<file path="config.mk">
export PLATFORM = sky130hd
export DESIGN_NAME = ecmp_top
export DESIGN_NICKNAME = d
export VERILOG_FILES = /design/src/rtl/ecmp_pkg.sv /design/src/rtl/ecmp_top.sv
export VERILOG_INCLUDE_DIRS = /design/src /design/src/rtl
export SDC_FILE = /design/constraint.sdc
export NUM_CORES = 2
export LEC_CHECK = 0
export BUFFER_PORTS_ARGS = -buffer_cell sky130_fd_sc_hd__buf_2
export CAP_MARGIN = 20
export CELL_PAD_IN_SITES_DETAIL_PLACEMENT = 0
export CELL_PAD_IN_SITES_GLOBAL_PLACEMENT = 1
export CORE_MARGIN = 5
export CORE_UTILIZATION = 30
export DETAILED_ROUTE_END_ITERATION = 16
export PLACE_DENSITY_LB_ADDON = 0.1
export SETUP_SLACK_MARGIN = 0.02
export SYNTH_ARGS = -nofsm -noshare
export SYNTH_HDL_FRONTEND = slang
export SYNTH_SLANG_ARGS = --single-unit
</file>
<file path="constraint.sdc">
create_clock -name i_clk -period 20.7 [get_ports i_clk]
set_clock_uncertainty 0.1 [all_clocks]
set_input_delay 5.175 -clock i_clk [delete_from_list [all_inputs] [get_ports i_clk]]
set_output_delay 5.175 -clock i_clk [all_outputs]
set_load 0.01 [all_outputs]
</file>
<file path="src/rtl/ecmp_map.svh">
`ifndef ECMP_MAP_SVH
`define ECMP_MAP_SVH

// Register byte offsets
`define ECMP_OFS_CTL0 6'h00
`define ECMP_OFS_PER_HI 6'h02
`define ECMP_OFS_PER_LO 6'h03
`define ECMP_OFS_CHAN_BASE 6'h10
`define ECMP_OFS_DUTY_BASE 6'h20

// Control register 0 field positions
`define ECMP_CTL0_PRE_HI 6
`define ECMP_CTL0_PRE_LO 5
`define ECMP_CTL0_FAST 4
`define ECMP_CTL0_DITHER_ENABLE 3

// Channel control field positions
`define ECMP_CHAN_MODE_HI 7
`define ECMP_CHAN_MODE_LO 6
`define ECMP_CHAN_ALIGN_HI 5
`define ECMP_CHAN_ALIGN_LO 4

// Duty register layout
`define ECMP_DUTY_SIGN 15

// Reset values
`define ECMP_RST_CTL0 8'h00
`define ECMP_RST_PER 11'h000
`define ECMP_RST_CHAN 8'h00
`define ECMP_RST_DUTY 16'h0000

// Sizes
`define ECMP_NUM_CHAN 8
`define ECMP_NUM_PINS 16

`endif

</file>
<file path="src/rtl/ecmp_pkg.sv">
package ecmp_pkg;

	// Per-channel output drive mode
	typedef enum logic [1:0] {
		mode_half_minus = 2'b00,
		mode_half_plus = 2'b01,
		mode_full = 2'b10,
		mode_dual = 2'b11
	} ecmp_mode_e;

	// Per-channel waveform alignment
	typedef enum logic [1:0] {
		align_off = 2'b00,
		align_left = 2'b01,
		align_right = 2'b10,
		align_center = 2'b11
	} ecmp_align_e;

	typedef logic [10:0] ecmp_count_t;

endpackage

</file>
<file path="src/rtl/ecmp_top.sv">
// Overview of operation
// - Eight channels, two pins each, sixteen outputs.
// - Global bit picks 11-bit or 7-bit resolution.
// - Fast mode: one byte write updates duty.
// - 10/11-bit counter; dithering restores 11-bit resolution.
// - Global dither bit applies to all channels.
// - Mode 11 on a pair's even channel joins the pair, four pins.
// - Mode 10 drives both pins as H-bridge.
// - Modes 00/01 drive only one pin.
// - Output mode chosen per channel, pairing restricted.
// - Pair n is channels 2n and 2n+1.
// - Left, right or centre alignment per channel.
// - PWM on minus, plus high: positive current.
`timescale 1ns/1ps
`include "ecmp_map.svh"

module ecmp_top (
	// Clock and reset
	input wire logic i_clk,
	input wire logic i_rst_b,
	// Register port
	input wire logic [5:0] i_addr,
	input wire logic [7:0] i_wdata,
	input wire logic i_wr,
	input wire logic i_rd,
	output logic [7:0] o_rdata,
	// Motor 0 pins
	output logic o_motor0_coil0_minus,
	output logic o_motor0_coil0_plus,
	output logic o_motor0_coil1_minus,
	output logic o_motor0_coil1_plus,
	// Motor 1 pins
	output logic o_motor1_coil0_minus,
	output logic o_motor1_coil0_plus,
	output logic o_motor1_coil1_minus,
	output logic o_motor1_coil1_plus,
	// Motor 2 pins
	output logic o_motor2_coil0_minus,
	output logic o_motor2_coil0_plus,
	output logic o_motor2_coil1_minus,
	output logic o_motor2_coil1_plus,
	// Motor 3 pins
	output logic o_motor3_coil0_minus,
	output logic o_motor3_coil0_plus,
	output logic o_motor3_coil1_minus,
	output logic o_motor3_coil1_plus
);

	// Software-visible state
	logic [7:0] ctl0_r;
	logic [10:0] period_r;
	logic [7:0] chan_ctl_r [0:`ECMP_NUM_CHAN-1];
	logic [15:0] duty_r [0:`ECMP_NUM_CHAN-1];
	logic [7:0] duty_hi_buf_r;
	logic [7:0] rdata_r;

	// Timebase state
	logic [2:0] div_cnt_r;
	logic [1:0] pre_act_r;
	logic [10:0] period_act_r;
	logic [10:0] cnt_r;
	logic odd_period_r;

	// Output pin image, index 2c is minus and 2c+1 plus of channel c
	logic [`ECMP_NUM_PINS-1:0] pins_r;
	logic [`ECMP_NUM_PINS-1:0] pins_nxt;

	// Global controls
	logic fast_mode;
	logic dither_enable;
	logic [1:0] prescale_sel;

	assign fast_mode = ctl0_r[`ECMP_CTL0_FAST];
	assign dither_enable = ctl0_r[`ECMP_CTL0_DITHER_ENABLE];
	assign prescale_sel = ctl0_r[`ECMP_CTL0_PRE_HI:`ECMP_CTL0_PRE_LO];

	// Address decode
	logic hit_chan;
	logic hit_duty;
	logic [2:0] chan_idx;
	logic [2:0] duty_idx;

	assign hit_chan = (i_addr[5:3] == 3'(`ECMP_OFS_CHAN_BASE >> 3));
	assign hit_duty = (i_addr[5:4] == 2'(`ECMP_OFS_DUTY_BASE >> 4));
	assign chan_idx = i_addr[2:0];
	assign duty_idx = i_addr[3:1];

	// Global control register write
	always_ff @(posedge i_clk or negedge i_rst_b) begin
		if (!i_rst_b) begin
			ctl0_r <= `ECMP_RST_CTL0;
		end else if (i_wr && i_addr == `ECMP_OFS_CTL0) begin
			ctl0_r <= {1'b0, i_wdata[6:3], 3'h0};
		end
	end

	// Period register write, taken into the counter at period end
	always_ff @(posedge i_clk or negedge i_rst_b) begin
		if (!i_rst_b) begin
			period_r <= `ECMP_RST_PER;
		end else if (i_wr && i_addr == `ECMP_OFS_PER_HI) begin
			period_r[10:8] <= i_wdata[2:0];
		end else if (i_wr && i_addr == `ECMP_OFS_PER_LO) begin
			period_r[7:0] <= i_wdata;
		end
	end

	// Channel control registers, one per channel
	always_ff @(posedge i_clk or negedge i_rst_b) begin
		if (!i_rst_b) begin
			for (int c = 0; c < `ECMP_NUM_CHAN; c++) begin
				chan_ctl_r[c] <= `ECMP_RST_CHAN;
			end
		end else if (i_wr && hit_chan) begin
			chan_ctl_r[chan_idx] <= {i_wdata[7:4], 4'h0};
		end
	end

	// High byte buffer so an 11-bit duty never shows half-written
	always_ff @(posedge i_clk or negedge i_rst_b) begin
		if (!i_rst_b) begin
			duty_hi_buf_r <= 8'h00;
		end else if (i_wr && hit_duty && !i_addr[0]) begin
			duty_hi_buf_r <= i_wdata;
		end
	end

	// Duty registers: fast mode commits on the high byte alone
	always_ff @(posedge i_clk or negedge i_rst_b) begin
		if (!i_rst_b) begin
			for (int c = 0; c < `ECMP_NUM_CHAN; c++) begin
				duty_r[c] <= `ECMP_RST_DUTY;
			end
		end else if (i_wr && hit_duty) begin
			if (fast_mode && !i_addr[0]) begin
				duty_r[duty_idx] <= {i_wdata, 8'h00};
			end else if (!fast_mode && i_addr[0]) begin
				duty_r[duty_idx] <= {duty_hi_buf_r, i_wdata};
			end
		end
	end

	// Read mux, data valid only in the cycle after the strobe
	always_ff @(posedge i_clk or negedge i_rst_b) begin
		if (!i_rst_b) begin
			rdata_r <= 8'h00;
		end else if (!i_rd) begin
			rdata_r <= 8'h00;
		end else if (i_addr == `ECMP_OFS_CTL0) begin
			rdata_r <= ctl0_r;
		end else if (i_addr == `ECMP_OFS_PER_HI) begin
			rdata_r <= {5'h00, period_r[10:8]};
		end else if (i_addr == `ECMP_OFS_PER_LO) begin
			rdata_r <= period_r[7:0];
		end else if (hit_chan) begin
			rdata_r <= chan_ctl_r[chan_idx];
		end else if (hit_duty && !i_addr[0]) begin
			rdata_r <= duty_r[duty_idx][15:8];
		end else if (hit_duty) begin
			rdata_r <= duty_r[duty_idx][7:0];
		end else begin
			rdata_r <= 8'h00; // Reserved reads zero
		end
	end

	assign o_rdata = rdata_r;

	// Prescaler: counter advances on a one-cycle enable
	logic tick;
	logic [2:0] pre_mask;

	assign pre_mask = 3'(({1'b0, 3'h1} << pre_act_r) - 4'h1);
	assign tick = (div_cnt_r & pre_mask) == pre_mask;

	always_ff @(posedge i_clk or negedge i_rst_b) begin
		if (!i_rst_b) begin
			div_cnt_r <= 3'h0;
		end else begin
			div_cnt_r <= tick ? 3'h0 : div_cnt_r + 3'h1;
		end
	end

	// Counter limit: dithering halves the counter to 10 bits
	logic [10:0] cnt_lim;
	logic period_end;

	assign cnt_lim = dither_enable ? {1'b0, period_act_r[10:1]} : period_act_r;
	assign period_end = tick && (cnt_r + 11'h1 >= cnt_lim);

	// PWM counter; period and prescaler only change at period end
	always_ff @(posedge i_clk or negedge i_rst_b) begin
		if (!i_rst_b) begin
			cnt_r <= 11'h000;
			period_act_r <= `ECMP_RST_PER;
			pre_act_r <= 2'h0;
			odd_period_r <= 1'b0;
		end else if (period_end) begin
			cnt_r <= 11'h000;
			period_act_r <= period_r;
			pre_act_r <= prescale_sel;
			odd_period_r <= ~odd_period_r;
		end else if (tick) begin
			cnt_r <= cnt_r + 11'h001;
		end
	end

	// Per-channel waveform and pin drive
	for (genvar c = 0; c < `ECMP_NUM_CHAN; c++) begin : g_chan
		ecmp_pkg::ecmp_count_t mag;
		ecmp_pkg::ecmp_count_t eff;
		ecmp_pkg::ecmp_mode_e mode;
		ecmp_pkg::ecmp_align_e align;
		logic [11:0] start;
		logic sign;
		logic pwm;
		logic [1:0] pin_pair;

		// 7-bit magnitude scales to the 11-bit range
		assign mag = fast_mode ? {duty_r[c][14:8], 4'h0} : duty_r[c][10:0];
		assign sign = duty_r[c][`ECMP_DUTY_SIGN];

		// Odd periods add the lost LSB back, averaging to 11 bits
		assign eff = dither_enable ? 11'({1'b0, mag[10:1]} + {10'h000, mag[0] & odd_period_r})
			: mag;

		// Pair's even channel in mode 11 forces both into dual drive
		assign mode = ecmp_pkg::ecmp_mode_e'(
			(chan_ctl_r[c & ~1][`ECMP_CHAN_MODE_HI:`ECMP_CHAN_MODE_LO] == 2'b11) ? 2'b11
			: (chan_ctl_r[c][`ECMP_CHAN_MODE_HI:`ECMP_CHAN_MODE_LO] == 2'b11) ? 2'b10
			: chan_ctl_r[c][`ECMP_CHAN_MODE_HI:`ECMP_CHAN_MODE_LO]);
		assign align = ecmp_pkg::ecmp_align_e'(
			chan_ctl_r[c][`ECMP_CHAN_ALIGN_HI:`ECMP_CHAN_ALIGN_LO]);

		// Centre pulse starts half the idle time into the period
		assign start = ({1'b0, cnt_lim} > {1'b0, eff}) ? ({1'b0, cnt_lim} - {1'b0, eff}) >> 1
			: 12'h000;

		// Alignment decides where in the period the pulse sits
		always_comb begin
			case (align)
				ecmp_pkg::align_left: begin
					pwm = cnt_r < eff;
				end
				ecmp_pkg::align_right: begin
					pwm = ({1'b0, cnt_r} + {1'b0, eff}) >= {1'b0, cnt_lim};
				end
				ecmp_pkg::align_center: begin
					pwm = ({1'b0, cnt_r} >= start) && ({1'b0, cnt_r} < start + {1'b0, eff});
				end
				default: begin
					pwm = 1'b0;
				end
			endcase
		end

		// Pin drive: bit 0 minus, bit 1 plus; bridge conducts while the pulsed end is low
		always_comb begin
			case (mode)
				ecmp_pkg::mode_half_minus: begin
					pin_pair = {1'b0, pwm};
				end
				ecmp_pkg::mode_half_plus: begin
					pin_pair = {pwm, 1'b0};
				end
				ecmp_pkg::mode_full, ecmp_pkg::mode_dual: begin
					pin_pair = sign ? {~pwm, 1'b1} : {1'b1, ~pwm};
				end
				default: begin
					pin_pair = 2'b00;
				end
			endcase
			if (align == ecmp_pkg::align_off) begin
				pin_pair = 2'b00;
			end
		end

		assign pins_nxt[2*c+1:2*c] = pin_pair;
	end

	// Registered pins so no decode glitch reaches a coil
	always_ff @(posedge i_clk or negedge i_rst_b) begin
		if (!i_rst_b) begin
			pins_r <= 16'h0000;
		end else begin
			pins_r <= pins_nxt;
		end
	end

	// Pin map: channel 2n is coil 0 and 2n+1 coil 1 of motor n
	assign o_motor0_coil0_minus = pins_r[0];
	assign o_motor0_coil0_plus = pins_r[1];
	assign o_motor0_coil1_minus = pins_r[2];
	assign o_motor0_coil1_plus = pins_r[3];
	assign o_motor1_coil0_minus = pins_r[4];
	assign o_motor1_coil0_plus = pins_r[5];
	assign o_motor1_coil1_minus = pins_r[6];
	assign o_motor1_coil1_plus = pins_r[7];
	assign o_motor2_coil0_minus = pins_r[8];
	assign o_motor2_coil0_plus = pins_r[9];
	assign o_motor2_coil1_minus = pins_r[10];
	assign o_motor2_coil1_plus = pins_r[11];
	assign o_motor3_coil0_minus = pins_r[12];
	assign o_motor3_coil0_plus = pins_r[13];
	assign o_motor3_coil1_minus = pins_r[14];
	assign o_motor3_coil1_plus = pins_r[15];

endmodule

</file>
== Yosys cells after proc, flatten, opt, wreduce, memory -nomap -nowiden ==
Cells that the tools add are included.
W data, S select, Z words.
Operators by class
  add/subtract/negate cells: 35
  magnitude comparators: 45
  eq/ne operators: 61
  shifts and indexed selects: 1
  mux-type cells: 94
  bitwise gates (word level): 21
  reductions and logical operators: 51
Operator list (number)
  $mux W11: 27
  $bwmux W128: 2
  $mux W128: 2
  $add A11 B11 Y12: 16
  $ge A11 B11 Y1: 9
  $ge A12 B11 Y1: 8
  $lt A11 B12 Y1: 8
  $sub A11 B11 Y12: 8
  $add A10 B1 Y11: 8
  $gt A11 B11 Y1: 8
  $lt A11 B11 Y1: 8
  $eq A2 B2 Y1 const B: 41
  $mux W8: 10
  $bwmux W64: 1
  $mux W2: 28
  $bmux W16 S3: 1
  $demux W16 S3: 1
  $mux W16: 3
  $pmux W2 S3: 8
  $eq A2 B1 Y1 const B: 16
  $logic_not A2 Y1: 16
  $bmux W8 S3: 1
  $demux W8 S3: 1
  $pmux W1 S3: 8
  20 further kinds: 69
Word-level totals
  register bits after elaboration: 267
  input bits: 18
  output and inout port bits: 24
  logic and storage cells: 335

== Logic depth before layout (Yosys ltp) ==
  depth in word-level cells: 14
  mapped depth: 44
  depth with buffers taken out: 37

== Least setup slack after synthesis ==
Ideal clock, no wire load.
  kind: register -> register
  from: reg ctl0_r[4]
  to: reg pins_r[4]
  data arrival time: 8.346 ns
  required time: 20.478 ns
  path slack: 12.132 ns
  stages on the path, launching flop included: 43
  clock period less this slack: 8.568 ns
  path through: dfrtp_1 -> buf_6 -> buf_8 -> buf_6 -> buf_6 -> clkbuf_1 -> buf_1 -> clkbuf_1 -> clkbuf_1 -> nor2b_1 -> ha_1 -> nor3_1 -> a21oi_1 -> o21ai_0 -> inv_1 -> fa_1 -> a211oi_1 -> nor2_1 -> [... 7 more ...] -> inv_1 -> fa_1 -> nor2b_1 -> o21ai_0 -> nand2b_1 -> a21o_1 -> a21o_1 -> a31o_2 -> a2111oi_0 -> nor3b_1 -> ha_1 -> or3_1 -> or3_1 -> o31ai_1 -> o2111ai_1 -> o21ai_0 -> and3b_1 -> nor3_1
On the way
  cells in the longest elaborated chain, start to end: 14
  elaborated cells between the ends (all ways): 19
  classes of those cells: add/sub (4); order compare (5); mux (7); bitwise (2); reduce/logical (1)
Ends and longest elaborated chain
  from (decl): line ecmp_top.sv:50  | logic [7:0] ctl0_r;
  from (signal assigned): line ecmp_top.sv:91  | ctl0_r <= `ECMP_RST_CTL0;
  from (signal assigned): line ecmp_top.sv:93  | ctl0_r <= {1'b0, i_wdata[6:3], 3'h0};
  $mux W11 (*): line ecmp_top.sv:219  | assign mag = fast_mode ? {duty_r[c][14:8], 4'h0} : duty_r[c][10:0];
  $and A1 B1 Y1: line ecmp_top.sv:223  | assign eff = dither_enable ? 11'({1'b0, mag[10:1]} + {10'h000, mag[0] & odd_period_r})
  $add A10 B1 Y11: line ecmp_top.sv:223
  $mux W11 (*): line ecmp_top.sv:223
  $sub A11 B11 Y12 / $gt A11 B11 Y1 (equally long branches): line ecmp_top.sv:235  | assign start = ({1'b0, cnt_lim} > {1'b0, eff}) ? ({1'b0, cnt_lim} - {1'b0, eff}) >> 1
  $mux W11: line ecmp_top.sv:235
  $add A11 B11 Y12: line ecmp_top.sv:248  | pwm = ({1'b0, cnt_r} >= start) && ({1'b0, cnt_r} < start + {1'b0, eff});
  $lt A11 B12 Y1: line ecmp_top.sv:248
  $logic_and A1 B1 Y1: line ecmp_top.sv:248
  $pmux W1 S3 (*): line ecmp_top.sv:240  | case (align)
  $not A1 Y1: line ecmp_top.sv:266  | pin_pair = sign ? {~pwm, 1'b1} : {1'b1, ~pwm};
  $mux W2: line ecmp_top.sv:266
  $pmux W2 S3 (*): line ecmp_top.sv:258  | case (mode)
  $mux W2 (*): line ecmp_top.sv:272  | if (align == ecmp_pkg::align_off) begin
  net g_chan[2].pin_pair[0]: line ecmp_top.sv:216  | logic [1:0] pin_pair;
  to (signal assigned): line ecmp_top.sv:285  | pins_r <= pins_nxt;
  to (decl): line ecmp_top.sv:65  | logic [`ECMP_NUM_PINS-1:0] pins_r;
The timed path passes the listed nets; every way through them passes the cells marked *.
A chain may end at the register's enable or synchronous reset.

== Worst setup path in the final report ==
  from: reg ctl0_r[3]
  to: reg pins_r[5]
On the way
  cells in the longest elaborated chain, start to end: 11
  elaborated cells between the ends (all ways): 17
  classes of those cells: add/sub (3); order compare (5); mux (7); bitwise (1); reduce/logical (1)
Ends and longest elaborated chain (line)
  $mux W11 (on tied branches): ecmp_top.sv:187, ecmp_top.sv:223
  $sub A11 B11 Y12 / $gt A11 B11 Y1 (equally long branches): ecmp_top.sv:235
  $mux W11: ecmp_top.sv:235
  $add A11 B11 Y12: ecmp_top.sv:248
  $lt A11 B12 Y1: ecmp_top.sv:248
  $logic_and A1 B1 Y1: ecmp_top.sv:248
  $pmux W1 S3 (*): ecmp_top.sv:240
  $not A1 Y1: ecmp_top.sv:266
  $mux W2: ecmp_top.sv:266
  $pmux W2 S3 (*): ecmp_top.sv:258
  $mux W2 (*): ecmp_top.sv:272
  net g_chan[2].pin_pair[1]: ecmp_top.sv:216
Marks and branches as above.

==> metrics.md <==
| Metric | Value |
|---|---|
| Slew headroom | `22.0%` |
| Busiest layer in global routing | `met2` |
| Antenna viol nets, final | `0` |
| DR iter-0 viols | `2284` |
| Skew-Pair Late Insertion Delay | `0.57 ns` |
| CP endpoint kind | `flip-flop` |
| HP Start | `odd_period_r` |
| Crit path required time | `21.06 ns` |
| # H-tree levels | `1` |
| Power Internal | `3040 uW` |
| RR Endpoint | `pins_r[5]` |
| Top FF cell, synth | `dfrtp_1` |
| CTS Buf Count | `27` |
| Grt met1 use | `32.4%` |
| Setup ws final | `11.00 ns` |
| CTS tree | `done` |
| CTS max path bufs | `3` |
| CP endpoint | `pins_r[5]` |
| Synth Instances | `4137` |
| Switching pwr | `between 3000 and 4000 uW` |
| Hold WC Path Type | `reg2reg` |
| Clock sinks | `about 240` |
| Tightest Pin Transition | `1.17 ns` |
| Initial Util | `30.0%` |
| Yosys warns | `0` |
| Syn_nets | `~4.8k` |
| Layout cell share with drive strength beyond 1 | `9.62%` |
| DRT Wirelength | `139 mm` |
| Gpl congestion | `approximately 0.86` |
| CP max FO | `slightly above 40` |
| Grt ovf | `0` |
| Avg Inst Size Synth | `8.27 um^2` |
| Fin crit period | `9.70 ns` |
| Setup crit start | `ctl0_r[3]` |
| Ports | `42` |
| Wire per inst | `about 25 um` |
| Pre-CTS setup slack | `11.04 ns` |
| DR vias | `31.1k` |
| Sw frac | `53.8%` |
| Status | `finished, final reports clean` |
| Die X | `around 350 um` |
| Commonest non-fill, non-tap cell in the layout | `ha_1` |
| Post-CTS setup buffer count | `0` |
| Startpoint types | `flip-flop` |
| Number of synthesized flops with an enable pin | `0` |
| Via density | `5.48` |
| Post-synthesis sequential area ratio | `between 15 and 20%` |
| Vias in the first global route | `29.9k` |
| Final hold vios | `0` |
| Maxcap violations | `0` |
| CP arrival | `10.06 ns` |
| Drt drc | `0` |
| M3 GR Usage | `1.94%` |
| Wire length of the first global-routing pass | `between 200 and 250 mm` |
| Max IR drop VDD | `66.0 uV` |
| GR Layer Usage met2 | `around 37%` |
| Flop-to-flop setup slack | `11.00 ns` |
| Final nets | `4804` |
| RSZ-0062 raised after global routing | `false` |
| Synthesized flop and latch total | `235` |
| FILL cells | `12.2k` |
| Root Driver | `clkbuf_16` |
| Largest net degree at the start of global routing | `141` |
| Post-synthesis cell type count | `113` |
| Leak | `0.0169 uW` |
| Sequential power share | `10.4%` |
| Initial antenna violation count | `8` |
| HPWL after detailed placement | `between 100 and 150 mm` |
| Logic pwr share | `between 80 and 90%` |
| Clock group share of total power | `7.8%` |
| Slowest stage cell, crit path | `dfrtp_4` |
| WS Path Type | `reg2reg` |
| P per Cell Area | `176 nW/um^2` |
| Async S/R FF share, synth | `100%` |
| Die height | `348 um` |
| IO Port Bufs | `41` |
| Most frequent cells in the layout | `614 x ha_1, 409 x nand2_1, 387 x o21ai_0` |
| Synthesized cell area | `34200 um^2` |
| Count of final max-slew check failures | `0` |
| Core Area | `114000 um^2` |
| GRT Total Usage | `22.2%` |
| Slowest stage delay, CP | `0.80 ns` |
| Fmax | `103 MHz` |
| Critical R2R Launch | `ctl0_r[3]` |
| Area growth from synthesis to layout | `9.15%` |
| Final setup viols | `0` |
| DR pass1 iterations | `5` |
| Core Rows | `~120` |
| DIE AREA | `roughly 120000 um^2` |
| Reg2Reg Depth | `34` |
| Clock Pin Slew Worst Setup and Hold Paths | `0.07 ns` |
| Cts repair resizes | `0` |
| Crit share post-route | `46.9%` |
| Number of hold buffers added after CTS | `0` |
| Setup_tns | `0 ns` |
stage by stage:
step	hold WS, ns	total power [uW]	utilization (%)	std cells	area, um^2
after detailed placement	0.354	6070	31.9	5629	36400
after CTS	0.364	6630	32.8	5679	37300
after floorplan	0.334	4580	-	4137	34200
final	0.370	6590	32.8	5682	37400
after global placement	0.349	6100	31.9	5627	36300
after global routing	0.378	7340	32.8	5681	37300
power by group through the flow:
stage | logic [uW] | clock network [uW] | registers (uW)
after global placement | 5410 | 0 | 693
after detailed placement | 5380 | 0 | 692
after CTS | 5420 | 519 | 684
after global routing | 6110 | 536 | 692
final | 5390 | 512 | 684
after floorplan | 3960 | 0 | 622
synth_stat cells, drive strengths merged (42+ instances only):
cell type  number  area, um^2
mux2          111        1250
a21oi         215        1080
nand2b         69         432
inv           255         957
nand2         409        1540
and2           76         475
nand4          47         315
dfrtp         235        5880
ha            614        7680
a21o           68         510
mux2i          59         603
xor2           75         657
xnor2         110         963
mux4           42         946
nand3         111         556
nor2b          84         526
o21ai         392        1970
a211oi         42         320
clkbuf         88         330
nor3          100         500
nor2          264         993
worst min-delay path by stage:
| stage | end | cells after the start |
|---|---|---|
| final | odd_period_r | 1 |
| after global routing | odd_period_r | 1 |
| after CTS | odd_period_r | 1 |
| after detailed placement | odd_period_r | 1 |
| after global placement | odd_period_r | 1 |
| after floorplan | odd_period_r | 1 |
routing by layer:
layer	vias to the layer above	share of wire, %	routed length [um]
li1	15300	-	-
met3	88	4.0	5600
met1	15100	49	68000
met4	0	1.4	1990
met5	-	0	0
met2	619	46	63900
final cells by class:
cell class,instances,area (um^2),share of cell area (%)
multi-input cells,3526,26900,72.1
flip-flops and latches,235,5900,15.8
well taps,1512,1890,5.06
inverters,256,961,2.57
clock buffers,39,801,2.14
repair buffers,102,756,2.02
clock inverters,11,124,0.332
diodes,1,2.50,0.00670
logic make-up (layout without fill, tap and decap cells):
group | count (synthesis) | in the layout | share of synthesized area, %
compound gates | 1142 | 1142 | 21.8
xor+xnor | 185 | 185 | 4.73
fa+ha+maj | 639 | 639 | 23.9
buf+inv | 376 | 408 | 4.39
flops | 235 | 235 | 17.2
mux | 212 | 212 | 8.18
other cells | 0 | 1 | 0
simple gates | 1348 | 1348 | 19.8
worst max-delay path, delay by kind of cell (launching register included):
kind / cells / cell delay, ns
compound gates: 14 / 3.74
flops: 1 / 0.80
simple gates: 11 / 2.08
fa+ha+maj: 5 / 1.43
buf+inv: 4 / 1.37
flip-flops by register name, indices dropped and copies added, names as in the netlist:
signal,cells
chan_ctl_r,32
cnt_r,11
ctl0_r,4
div_cnt_r,3
duty_hi_buf_r,8
duty_r,128
o_rdata,8
odd_period_r,1
period_act_r,11
period_r,11
pins_r,16
pre_act_r,2
Note: power is estimated with default switching activity, not from simulation.
